===== config.mk =====
export PLATFORM = sky130hd
export DESIGN_NAME = pcg_top
export DESIGN_NICKNAME = d
export VERILOG_FILES = /design/src/design/pcg_pkg.sv /design/src/design/pcg_top.sv
export SDC_FILE = /design/constraint.sdc
export NUM_CORES = 1
export LEC_CHECK = 0
export BUFFER_PORTS_ARGS = -buffer_cell sky130_fd_sc_hd__buf_2
export CELL_PAD_IN_SITES_DETAIL_PLACEMENT = 1
export CELL_PAD_IN_SITES_GLOBAL_PLACEMENT = 2
export CORE_MARGIN = 2
export CORE_UTILIZATION = 27
export CTS_BUF_LIST = sky130_fd_sc_hd__clkbuf_8
export DETAILED_ROUTE_END_ITERATION = 12
export HOLD_SLACK_MARGIN = 0.15
export PLACE_DENSITY_LB_ADDON = 0.15
export SYNTH_ARGS = -nofsm -noshare
export SYNTH_HDL_FRONTEND = slang
export SYNTH_SLANG_ARGS = --single-unit

===== constraint.sdc =====
create_clock -name pclk -period 2.22 [get_ports pclk]
set_input_delay 0.111 -clock pclk [delete_from_list [all_inputs] [get_ports pclk]]
set_output_delay 0.111 -clock pclk [all_outputs]
set_load 0.02 [all_outputs]

===== src/design/pcg_pkg.sv =====
// Package with offsets, field positions and reset values of the port clock gate block
package pcg_pkg;
    // ****************************************
    // Register offsets (byte addresses)
    // ****************************************
    localparam logic [11:0] PCG_OFS_RUN_CFG = 12'h060;
    localparam logic [11:0] PCG_OFS_RUN_GATE = 12'h108;
    localparam logic [11:0] PCG_OFS_SLEEP_GATE = 12'h118;
    localparam logic [11:0] PCG_OFS_DEEP_GATE = 12'h128;
    localparam logic [11:0] PCG_OFS_IRQ_STATUS = 12'h200;
    localparam logic [11:0] PCG_OFS_IRQ_ENABLE = 12'h204;
    localparam logic [11:0] PCG_OFS_IRQ_CLEAR = 12'h208;
    localparam int PCG_ADDR_W = 12;
    // ****************************************
    // Field positions and widths
    // ****************************************
    localparam int PCG_PORTS = 8;
    localparam int PCG_ACG_BIT = 27;
    localparam int PCG_IRQ_W = 2;
    localparam int PCG_IRQ_FAULT_BIT = 0;
    localparam int PCG_IRQ_CHANGE_BIT = 1;
    // ****************************************
    // Reset values
    // ****************************************
    localparam logic [7:0] PCG_GATE_RST = 8'h00;
    localparam logic [1:0] PCG_IRQ_RST = 2'h0;
    localparam logic PCG_ACG_RST = 1'b0;
    // ****************************************
    // Power modes
    // ****************************************
    typedef enum logic [1:0] {
        PCG_MODE_RUN,
        PCG_MODE_SLEEP,
        PCG_MODE_DEEP
    } pcg_mode_e;
endpackage


===== src/design/pcg_top.sv =====
// Port clock gating registers with APB slave, gated port clocks and fault detection
//
// Function
// - Enable bit one delivers port clock
// - Enable bit zero stops port clock
// - Access to gated port gives bus fault
// - All enable bits reset to zero
// - Run mode uses run register
// - Sleep mode uses sleep register
// - Deep sleep uses deep sleep register
// - Sleep registers apply only with auto gating
// - Bits 0 to 7 map ports A to H
// - Bits 31 to 8 read zero, ignore writes
// - Run at 0x108, sleep at 0x118
//
// The APB register port was chosen for this implementation.
`timescale 1ns/1ns
module pcg_top
    import pcg_pkg::*;
#(
    parameter int PORTS = PCG_PORTS
)
(
    // Clock and reset
    input wire logic pclk,
    input wire logic presetn,
    // APB slave
    input wire logic psel,
    input wire logic penable,
    input wire logic pwrite,
    input wire logic [31:0] paddr,
    input wire logic [31:0] pwdata,
    output logic [31:0] prdata,
    output logic pready,
    output logic pslverr,
    // Power mode from the system controller
    input wire logic sleep_mode,
    input wire logic deep_sleep_mode,
    // Accesses aimed at the gated ports
    input wire logic port_access,
    input wire logic [2:0] port_access_idx,
    output logic port_bus_fault,
    // Gated port clocks and their enables
    output logic [PORTS-1:0] port_clk,
    output logic [PORTS-1:0] port_clk_en,
    // Interrupt
    output logic irq
);

    // ****************************************
    // Declarations
    // ****************************************
    logic [PORTS-1:0] run_port_clock_enable_ff;
    logic [PORTS-1:0] sleep_port_clock_enable_ff;
    logic [PORTS-1:0] deep_sleep_port_clock_enable_ff;
    logic auto_clock_gating_ff;
    logic [PCG_IRQ_W-1:0] irq_status_ff;
    logic [PCG_IRQ_W-1:0] irq_enable_ff;
    logic [31:0] prdata_ff;
    logic pready_ff;
    logic pslverr_ff;
    logic port_bus_fault_ff;
    logic irq_ff;
    logic [PORTS-1:0] port_clk_en_ff;
    logic [PORTS-1:0] port_clk_en_low_ff;
    pcg_mode_e mode;
    logic [PORTS-1:0] nxt_port_clk_en;
    logic [PCG_ADDR_W-1:0] addr;
    logic setup;
    logic wr_commit;
    logic addr_hit;
    logic [31:0] rd_value;
    logic [PCG_IRQ_W-1:0] irq_set;
    logic [PCG_IRQ_W-1:0] irq_clr;

    // ****************************************
    // APB decode
    // ****************************************
    assign addr = paddr[PCG_ADDR_W-1:0];
    assign setup = psel && !penable && !pready_ff;
    // Write lands on the access edge, never on a refused transfer
    assign wr_commit = psel && penable && pready_ff && pwrite && !pslverr_ff;

    always_comb
    begin
        addr_hit = 1'b1;
        rd_value = 32'h0000_0000;
        // Unused bits read zero, narrow fields sit low except the auto gating bit at 27
        case (addr)
            PCG_OFS_RUN_GATE:
                rd_value[PORTS-1:0] = run_port_clock_enable_ff;
            PCG_OFS_SLEEP_GATE:
                rd_value[PORTS-1:0] = sleep_port_clock_enable_ff;
            PCG_OFS_DEEP_GATE:
                rd_value[PORTS-1:0] = deep_sleep_port_clock_enable_ff;
            PCG_OFS_RUN_CFG:
                rd_value[PCG_ACG_BIT] = auto_clock_gating_ff;
            PCG_OFS_IRQ_STATUS:
                rd_value[PCG_IRQ_W-1:0] = irq_status_ff;
            PCG_OFS_IRQ_ENABLE:
                rd_value[PCG_IRQ_W-1:0] = irq_enable_ff;
            PCG_OFS_IRQ_CLEAR:
                rd_value = 32'h0000_0000;
            default:
                addr_hit = 1'b0;
        endcase
        if (paddr[31:PCG_ADDR_W] != '0 || paddr[1:0] != 2'h0)
        begin
            addr_hit = 1'b0;
        end
    end

    // ****************************************
    // APB response
    // ****************************************
    // Answer is prepared in setup so that every bus output is a flop
    always_ff @(posedge pclk or negedge presetn)
    begin
        if (!presetn)
        begin
            pready_ff <= 1'b0;
            pslverr_ff <= 1'b0;
            prdata_ff <= 32'h0000_0000;
        end
        else if (setup)
        begin
            pready_ff <= 1'b1;
            pslverr_ff <= !addr_hit;
            prdata_ff <= (pwrite || !addr_hit) ? 32'h0000_0000 : rd_value;
        end
        else
        begin
            pready_ff <= 1'b0;
            pslverr_ff <= 1'b0;
            prdata_ff <= 32'h0000_0000;
        end
    end

    // ****************************************
    // Gating registers
    // ****************************************
    always_ff @(posedge pclk or negedge presetn)
    begin
        if (!presetn)
        begin
            run_port_clock_enable_ff <= PCG_GATE_RST;
        end
        else if (wr_commit && addr == PCG_OFS_RUN_GATE)
        begin
            run_port_clock_enable_ff <= pwdata[PORTS-1:0];
        end
    end

    always_ff @(posedge pclk or negedge presetn)
    begin
        if (!presetn)
        begin
            sleep_port_clock_enable_ff <= PCG_GATE_RST;
        end
        else if (wr_commit && addr == PCG_OFS_SLEEP_GATE)
        begin
            sleep_port_clock_enable_ff <= pwdata[PORTS-1:0];
        end
    end

    always_ff @(posedge pclk or negedge presetn)
    begin
        if (!presetn)
        begin
            deep_sleep_port_clock_enable_ff <= PCG_GATE_RST;
        end
        else if (wr_commit && addr == PCG_OFS_DEEP_GATE)
        begin
            deep_sleep_port_clock_enable_ff <= pwdata[PORTS-1:0];
        end
    end

    always_ff @(posedge pclk or negedge presetn)
    begin
        if (!presetn)
        begin
            auto_clock_gating_ff <= PCG_ACG_RST;
        end
        else if (wr_commit && addr == PCG_OFS_RUN_CFG)
        begin
            auto_clock_gating_ff <= pwdata[PCG_ACG_BIT];
        end
    end

    // ****************************************
    // Mode select
    // ****************************************
    // Deep sleep wins when both mode inputs are high
    always_comb
    begin
        if (!auto_clock_gating_ff)
        begin
            mode = PCG_MODE_RUN;
        end
        else if (deep_sleep_mode)
        begin
            mode = PCG_MODE_DEEP;
        end
        else if (sleep_mode)
        begin
            mode = PCG_MODE_SLEEP;
        end
        else
        begin
            mode = PCG_MODE_RUN;
        end
    end

    // Unused enum code falls back to the run enables
    always_comb
    begin
        case (mode)
            PCG_MODE_RUN:
                nxt_port_clk_en = run_port_clock_enable_ff;
            PCG_MODE_SLEEP:
                nxt_port_clk_en = sleep_port_clock_enable_ff;
            PCG_MODE_DEEP:
                nxt_port_clk_en = deep_sleep_port_clock_enable_ff;
            default:
                nxt_port_clk_en = run_port_clock_enable_ff;
        endcase
    end

    // ****************************************
    // Clock gates
    // ****************************************
    // One cycle of latency keeps the gate input a clean flop output
    always_ff @(posedge pclk or negedge presetn)
    begin
        if (!presetn)
        begin
            port_clk_en_ff <= PCG_GATE_RST;
        end
        else
        begin
            port_clk_en_ff <= nxt_port_clk_en;
        end
    end

    // Enable retimed on the falling edge: it only moves while pclk is low,
    // so the AND gate never cuts a high phase short
    always_ff @(negedge pclk or negedge presetn)
    begin
        if (!presetn)
        begin
            port_clk_en_low_ff <= PCG_GATE_RST;
        end
        else
        begin
            port_clk_en_low_ff <= port_clk_en_ff;
        end
    end

    generate
        for (genvar i = 0; i < PORTS; i++)
        begin : g_gate
            // Clock passes while enabled, held low while disabled
            assign port_clk[i] = pclk & port_clk_en_low_ff[i];
        end
    endgenerate

    // ****************************************
    // Gated port fault
    // ****************************************
    // Uses the enable the port sees now, so an access racing an enable
    // write still faults: software must enable a port first
    always_ff @(posedge pclk or negedge presetn)
    begin
        if (!presetn)
        begin
            port_bus_fault_ff <= 1'b0;
        end
        else
        begin
            port_bus_fault_ff <= port_access && !port_clk_en_ff[port_access_idx];
        end
    end

    // ****************************************
    // Interrupts
    // ****************************************
    assign irq_set[PCG_IRQ_FAULT_BIT] = port_access && !port_clk_en_ff[port_access_idx];
    // Change event covers mode switches as well as register writes
    assign irq_set[PCG_IRQ_CHANGE_BIT] = nxt_port_clk_en != port_clk_en_ff;
    assign irq_clr = (wr_commit && addr == PCG_OFS_IRQ_CLEAR) ?
        pwdata[PCG_IRQ_W-1:0] : PCG_IRQ_RST;

    // Set wins so an event in the clear cycle is kept
    always_ff @(posedge pclk or negedge presetn)
    begin
        if (!presetn)
        begin
            irq_status_ff <= PCG_IRQ_RST;
        end
        else
        begin
            irq_status_ff <= (irq_status_ff & ~irq_clr) | irq_set;
        end
    end

    always_ff @(posedge pclk or negedge presetn)
    begin
        if (!presetn)
        begin
            irq_enable_ff <= PCG_IRQ_RST;
        end
        else if (wr_commit && addr == PCG_OFS_IRQ_ENABLE)
        begin
            irq_enable_ff <= pwdata[PCG_IRQ_W-1:0];
        end
    end

    // Built from the next status, so it moves on the same edge as status, kept registered for a clean pin
    always_ff @(posedge pclk or negedge presetn)
    begin
        if (!presetn)
        begin
            irq_ff <= 1'b0;
        end
        else
        begin
            irq_ff <= |(((irq_status_ff & ~irq_clr) | irq_set) & irq_enable_ff);
        end
    end

    // ****************************************
    // Outputs
    // ****************************************
    assign prdata = prdata_ff;
    assign pready = pready_ff;
    assign pslverr = pslverr_ff;
    assign port_bus_fault = port_bus_fault_ff;
    assign port_clk_en = port_clk_en_ff;
    assign irq = irq_ff;

endmodule


## Word level (Yosys, flattened, before mapping)

Index checks and enable logic that the tools add are counted.

- Flip-flop bits (word level): 81
- Latch bits: 0
- Memory bits (writable): 0
- ROM bits: 0
- Bits of input ports: 75
- Memories: 0

- Add/sub/neg operators: 0
- Multiply operators: 0
- Div/mod/pow operators: 0
- Order comparisons: 1
- Equal/unequal tests: 10
- Shift-type cells: 0
- Muxes and demuxes: 16
- Bitwise operators: 12
- Reduce and logical (&&, ||, !) cells: 24

Operators with widths:

| cell | number |
|---|---|
| $mux W28 | 2 |
| $eq A12 B10 Y1 const B | 3 |
| $eq A12 B9 Y1 const B | 3 |
| $reduce_bool A20 Y1 | 1 |
| $pmux W6 S3 | 1 |
| $pmux W8 S2 | 1 |
| $logic_and A1 B1 Y1 | 13 |
| $eq A12 B7 Y1 const B | 1 |
| $pmux W2 S5 | 1 |
| $and A1 B1 Y1 | 8 |
| $ne A8 B8 Y1 | 1 |
| $mux W1 | 7 |
| $reduce_or A7 Y1 | 1 |
| $mux W2 | 3 |
| $logic_not A1 Y1 | 5 |
| $and A2 B2 Y2 | 2 |
| $lt A3 B4 Y1 const B | 1 |
| $bmux W1 S3 | 1 |
| $eq A2 B1 Y1 const B | 1 |
| $eq A2 B2 Y1 const B | 1 |
| $logic_or A1 B1 Y1 | 2 |
| $not A2 Y2 | 1 |
| $or A2 B2 Y2 | 1 |
| $reduce_bool A2 Y1 | 1 |
| $reduce_or A2 Y1 | 1 |

## Longest topological paths before layout

Gate-level depths: netlist of the first run.

- Depth in word-level cells: 11
- Gate-level depth with buffers: 9

==> results of run 1 <==
## layer usage
metal	GRT usage (%)	wire, um
met1	20.12	4040
met5	0	0
met2	23.59	4001
met4	8.318	149
met3	2.549	309
## path summary, 6_finish.rpt
| path | start | to | slack (ns) | cells after the start |
|---|---|---|---|---|
| min reg2reg | deep_sleep_port_clock_enable_ff[3] | deep_sleep_port_clock_enable_ff[3] | 0.54 | 1 |
| min in group asynchronous | presetn | port_clk_en[1] | 0.34 | 3 |
| max reg2reg | auto_clock_gating_ff | irq | -0.02 | 8 |
| min | paddr[2] | prdata[1] | 0.19 | 4 |
| max | port_clk_en_low_ff[7] | port_clk[7] | -0.07 | 2 |
| max in group asynchronous | presetn | port_clk_en_low_ff[5] | 0.94 | 2 |
## cells by family after synthesis
group / synth area share [%]
and+or+nand+nor: 18.84
DFF: 48.23
AOI/OAI and AO/OA: 9.231
muxes: 15.01
buffers and inverters: 7.734
adders and majority gates: 0.8315
other: 0.1246
## worst reg2reg max path: cells and delay by family (launching register included)
family,cells,cell delay (ns)
compound gates,4,0.75
fa+ha+maj,1,0.19
buf+inv,1,0.17
flops,1,0.40
simple gates,2,0.60
## state kept, by name (all words and copies together), names as in the netlist
name / flops
irq_enable_ff: 2
prdata: 9
deep_sleep_port_clock_enable_ff: 8
sleep_port_clock_enable_ff: 8
pready: 1
port_clk_en_low_ff: 8
run_port_clock_enable_ff: 8
auto_clock_gating_ff: 1
pslverr: 1
irq_status_ff: 2
irq: 1
port_clk_en: 8
port_bus_fault: 1
## synthesized netlist by cell type, drive strengths merged (5+ instances only)
library cell	count
inv	8
nand2b	8
mux2	29
and3	13
nor4	7
o211ai	7
and2	17
o21ai	9
buf	25
dfrtn	8
clkbuf	5
dfrtp	50
a221o	6
nand2	18
nor2	11
a21oi	5
mux2i	8
## what timing repair did
item                                    CTS  global route
endpoints found under the setup margin   18            18
pin swaps                                 8             9
setup buffers                             0             3
hold endpoints to repair                 85             0
resized for setup                        28             7
hold buffers                             28             0
## layout make-up
cell class | count | share of cell area, %
Tap cell | 140 | 4.108
Clock inverter | 7 | 1.291
Inverter | 8 | 0.7042
Clock buffer | 22 | 6.631
Multi-Input combinational cell | 199 | 34.65
Sequential cell | 58 | 34.04
Timing Repair Buffer | 118 | 18.57
## where the power goes
group / switching, mW / internal, mW
clock: 0.495 / 0.693
sequential: 0.00171 / 1.06
combinational: 0.114 / 0.0844
## through the flow
step	setup slack [ns]	hold slack [ns]
6_report	-0.06629	0.1945
4_1_cts	-0.08546	0.1809
3_3_place_gp	-0.1295	0.04340
3_5_place_dp	-0.2019	0.04075
5_1_grt	-0.1252	0.2050
2_1_floorplan	0.04698	-0.1846
==> results by group, run 1 <==
Critical path
  • CP top delay family: flip-flops
  • Buf/Inv on CP: 1
  • Crit path kind: flip-flop to primary output
  • Worst-path maximum fanout: 1
  • Crit end category: primary output
  • Startpoint Class: flip-flop
  • CP Cell Sequence: and2_4 > buf_6
  • CP peak stage delay: 0.39 ns
  • Slowest CP cell: dfrtn_1
  • Critical path arrival: 2.18 ns
  • CP Data Required Time: 2.11 ns

Floorplan
  • Die Y: 109.6 um
  • Top Ports: 127
  • Initial Util: 27.76%
  • Die Wd: 109.6 um
  • FP Rows: 38
  • Core area: 10840 um2
  • Die area: 12010 um2

Routing
  • DR WL/cell: 15.40 um
  • Drt pass-1 iters: 4
  • Drt first-iter violations: 67
  • Residual DRC count: 0
  • Drt total wl: 8500 um
  • Via Count: 2493
  • Number of vias per cell: 4.516
  • Antenna Nets Post-Route: 0

Global routing
  • Initial antenna violation count: 0
  • GR Util All Layers: 15.19%
  • GR Overflow Total: 0
  • First-pass GRT wire length: 13480 um
  • Largest net degree at the start of global routing: 32
  • Vias in the first global route: 2666

Timing
  • Fin. Hold Viols: 0
  • Slew Limit Fails: 0
  • Setup-failing EPs final: 17
  • RSZ-0062 raised after global routing: yes
  • Post-route worst setup slack: -0.06629 ns
  • Worst Skew: 0.01074 ns
  • Setup TNS after final layout: -0.4650 ns

Finish
  • Final core utilization: 39.34%
  • Layout area overhead: 41.70%
  • Layout fillers: 1232
  • Antenna cells: 0
  • Register Area: 1451 um2
  • Layout cells sized above 1: 41.02%
  • Most frequent cells in the layout: 72 x buf_2, 50 x dfrtp_1, 29 x mux2_2
  • Fin nets: 483
  • Most common cell after layout, fill and taps aside: buf_2
  • Cell area after layout: 4264 um2
  • Fin cells: 552
  • Multi-input logic area: 1478 um2

Synthesis
  • Seq cells post-synth: 58
  • Sequential share of the synthesized area: 48.23%
  • Leading post-synthesis cells by cell area: dfrtp_1 42%, mux2_2 11%, dfrtn_1 6.7%, buf_4 6.0%, and2_1 3.3%
  • Syn_area_per_cell: 11.02 um2
  • Cell count after synthesis: 273
  • Mapped Area: 3009 um2
  • Cell variety after synth: 41
  • Number of synthesized flops with an enable pin: 0
  • Area leader, netlist: dfrtp_1
  • Asr flop ratio synth: 100.0%
  • Synth Flop Type: dfrtp_1
  • Post-synth top area share: 41.58%
  • YS warnings: 0

Placement
  • Buffers added on ports: 80
  • DP Area: 3590 um2
  • Gpl congestion: 0.7442
  • Dpl hpwl: 6191 um
  • Cells after DPL: 500

Clocking
  • Clock-pin transition on the worst setup and hold timing paths: 0.06 ns
  • CTS tree: yes
  • Clock Latency Late Sink: 0.44 ns

Status
  • Failing checks: setup timing
  • Outcome: complete, but fails checks

Power and ir drop
  • Final Power: 2.449 mW
  • Cell Pwr Density: 574.3 nW/um2
  • Static leakage: 2.179 nW
  • Maximum vdd drop: 0.0003433 V

Worst hold path
  • Worst hold path type: input pin to flip-flop

Flow run
  • Max-capacitance violation count: 0
Note: power is estimated with default switching activity, not from simulation.
==> inputs of run 2 (changes only) <==
- CTS_CLUSTER_SIZE: not set -> 30
- SKIP_CTS_REPAIR_TIMING: not set -> 1
==> run 2 against run 1 <==
Effect of this change: the run still ends with setup timing left; total power is 0.18% lower; global-route usage is 0.76 points lower; register-to-register slack about the same; critical endpoint unchanged.
==> results by group, run 2 (synthesis gave the netlist of run 1 again) <==
Status
  • Outcome: complete, but fails checks (unchanged)
  • Failing checks: setup timing (unchanged)

Finish
  • Fin nets: 478 (was 483)
  • Max reg flops: 9 (unchanged)
  • Cell area after layout: 4202 um2 (was 4264 um2)
  • Register Area: 1451 um2 (unchanged)
  • Antenna cells: 0 (unchanged)
  • Layout fillers: 1236 (was 1232)
  • Layout area overhead: 39.63% (was 41.70%)
  • Most common cell after layout, fill and taps aside: buf_2 (unchanged)
  • Most frequent cells in the layout: 72 x buf_2, 50 x dfrtp_1, 29 x mux2_2 (unchanged)
  • Fin cells: 547 (was 552)
  • Layout cells sized above 1: 40.05% (was 41.02%)
  • Multi-input logic area: 1460 um2 (was 1478 um2)
  • Final core utilization: 38.76% (was 39.34%)

Global routing
  • GR Overflow Total: 0 (unchanged)
  • First-pass GRT wire length: 12770 um (was 13480 um)
  • Largest net degree at the start of global routing: 32 (unchanged)
  • GR Util All Layers: 14.42% (was 15.19%)
  • Vias in the first global route: 2479 (was 2666)
  • Initial antenna violation count: 0 (unchanged)

Floorplan
  • Die Y: 109.6 um (unchanged)
  • Die area: 12010 um2 (unchanged)
  • Top Ports: 127 (unchanged)
  • FP Rows: 38 (unchanged)
  • Initial Util: 27.76% (unchanged)
  • Core area: 10840 um2 (unchanged)
  • Die Wd: 109.6 um (unchanged)

Routing
  • Via Count: 2472 (was 2493)
  • Antenna Nets Post-Route: 0 (unchanged)
  • Number of vias per cell: 4.519 (was 4.516)
  • Drt total wl: 8447 um (was 8500 um)
  • Drt first-iter violations: 70 (was 67)
  • Drt pass-1 iters: 5 (was 4)
  • DR WL/cell: 15.44 um (was 15.40 um)
  • Residual DRC count: 0 (unchanged)

Timing
  • Worst Skew: 0.01090 ns (was 0.01074 ns)
  • Setup-failing EPs final: 17 (unchanged)
  • Post-route worst setup slack: -0.06696 ns (was -0.06629 ns)
  • Fin. Hold Viols: 0 (unchanged)
  • RSZ-0062 raised after global routing: yes (unchanged)
  • Setup TNS after final layout: -0.4667 ns (was -0.4650 ns)
  • Worst Hold Slack: 0.1233 ns (was 0.1945 ns)
  • Slew Limit Fails: 0 (unchanged)

Worst hold path
  • Worst hold path type: input pin to flip-flop (unchanged)

Critical path
  • Worst-path maximum fanout: 1 (unchanged)
  • CP peak stage delay: 0.39 ns (about the same)
  • Crit path kind: flip-flop to primary output (unchanged)
  • CP Cell Sequence: and2_4 > buf_6 (unchanged)
  • Crit end category: primary output (unchanged)
  • Startpoint Class: flip-flop (unchanged)
  • Slowest CP cell: dfrtn_1 (unchanged)
  • Critical path arrival: 2.18 ns (about the same)
  • CP top delay family: flip-flops (unchanged)
  • CP Data Required Time: 2.11 ns (about the same)
  • Buf/Inv on CP: 1 (unchanged)

Power and ir drop
  • Cell Pwr Density: 581.8 nW/um2 (was 574.3 nW/um2)
  • Static leakage: 2.151 nW (was 2.179 nW)
  • Final Power: 2.444 mW (was 2.449 mW)
  • Maximum vdd drop: 0.0003386 V (was 0.0003433 V)

Flow run
  • Max-capacitance violation count: 0 (unchanged)

Clocking
  • Clock Latency Late Sink: 0.44 ns (about the same)
  • CTS tree: yes (unchanged)
  • Clock-pin transition on the worst setup and hold timing paths: 0.06 ns (about the same)

Placement
  • Buffers added on ports: 80 (unchanged)
  • Cells after DPL: 500 (unchanged)
  • Dpl hpwl: 6191 um (unchanged)
  • DP Area: 3590 um2 (unchanged)
  • Gpl congestion: 0.7442 (unchanged)
  • Pre-CTS setup slack: -0.2019 ns (unchanged)
==> run 2: cell types whose count changed in the layout (fill, tap and decap cells not counted), sizes merged <==
cell         previous run  this run
buf                    98        96
dlygate4sd3            28        25
==> run 2: power breakdown <==
| group | switching, mW | internal [mW] | total (mW) |
|---|---|---|---|
| Combinational | 0.113 | 0.0809 | 0.194 |
| Clock | 0.495 | 0.693 | 1.19 |
| Sequential | 0.00171 | 1.06 | 1.06 |
==> run 2: final cells by class <==
type / count / area share (%)
Inverter: 8 / 0.7147
Clock buffer: 22 / 6.730
Multi-Input combinational cell: 199 / 34.75
Clock inverter: 7 / 1.310
Sequential cell: 58 / 34.54
Timing Repair Buffer: 113 / 17.78
Tap cell: 140 / 4.169
==> run 2: worst paths after layout <==
kind | from | to | slack [ns] | cells past startpoint
min reg2reg | deep_sleep_port_clock_enable_ff[3] | deep_sleep_port_clock_enable_ff[3] | 0.54 | 1
min | paddr[0] | pslverr | 0.12 | 4
max reg2reg | auto_clock_gating_ff | irq | -0.01 | 9
max in group asynchronous | presetn | port_clk_en_low_ff[5] | 0.93 | 2
min in group asynchronous | presetn | port_clk_en[1] | 0.35 | 3
max | port_clk_en_low_ff[7] | port_clk[7] | -0.07 | 2
==> run 2: worst register-to-register path: cells and delay by family (launching register included) <==
family,cells,cell delay [ns]
AO/OA/AOI/OAI,3,0.33
adder cells (fa/ha/maj),1,0.33
buffers and inverters,2,0.32
flip-flops,1,0.39
AND/OR/NAND/NOR,3,0.73
==> run 2: metal layers <==
| layer | vias to the layer above | GRT usage [%] | routed length [um] |
|---|---|---|---|
| met5 | - | 0 | 0 |
| met4 | 0 | 8.047 | 169 |
| met1 | 1196 | 19.64 | 3975 |
| met3 | 15 | 2.490 | 333 |
| met2 | 65 | 21.65 | 3969 |
| li1 | 1196 | - | - |
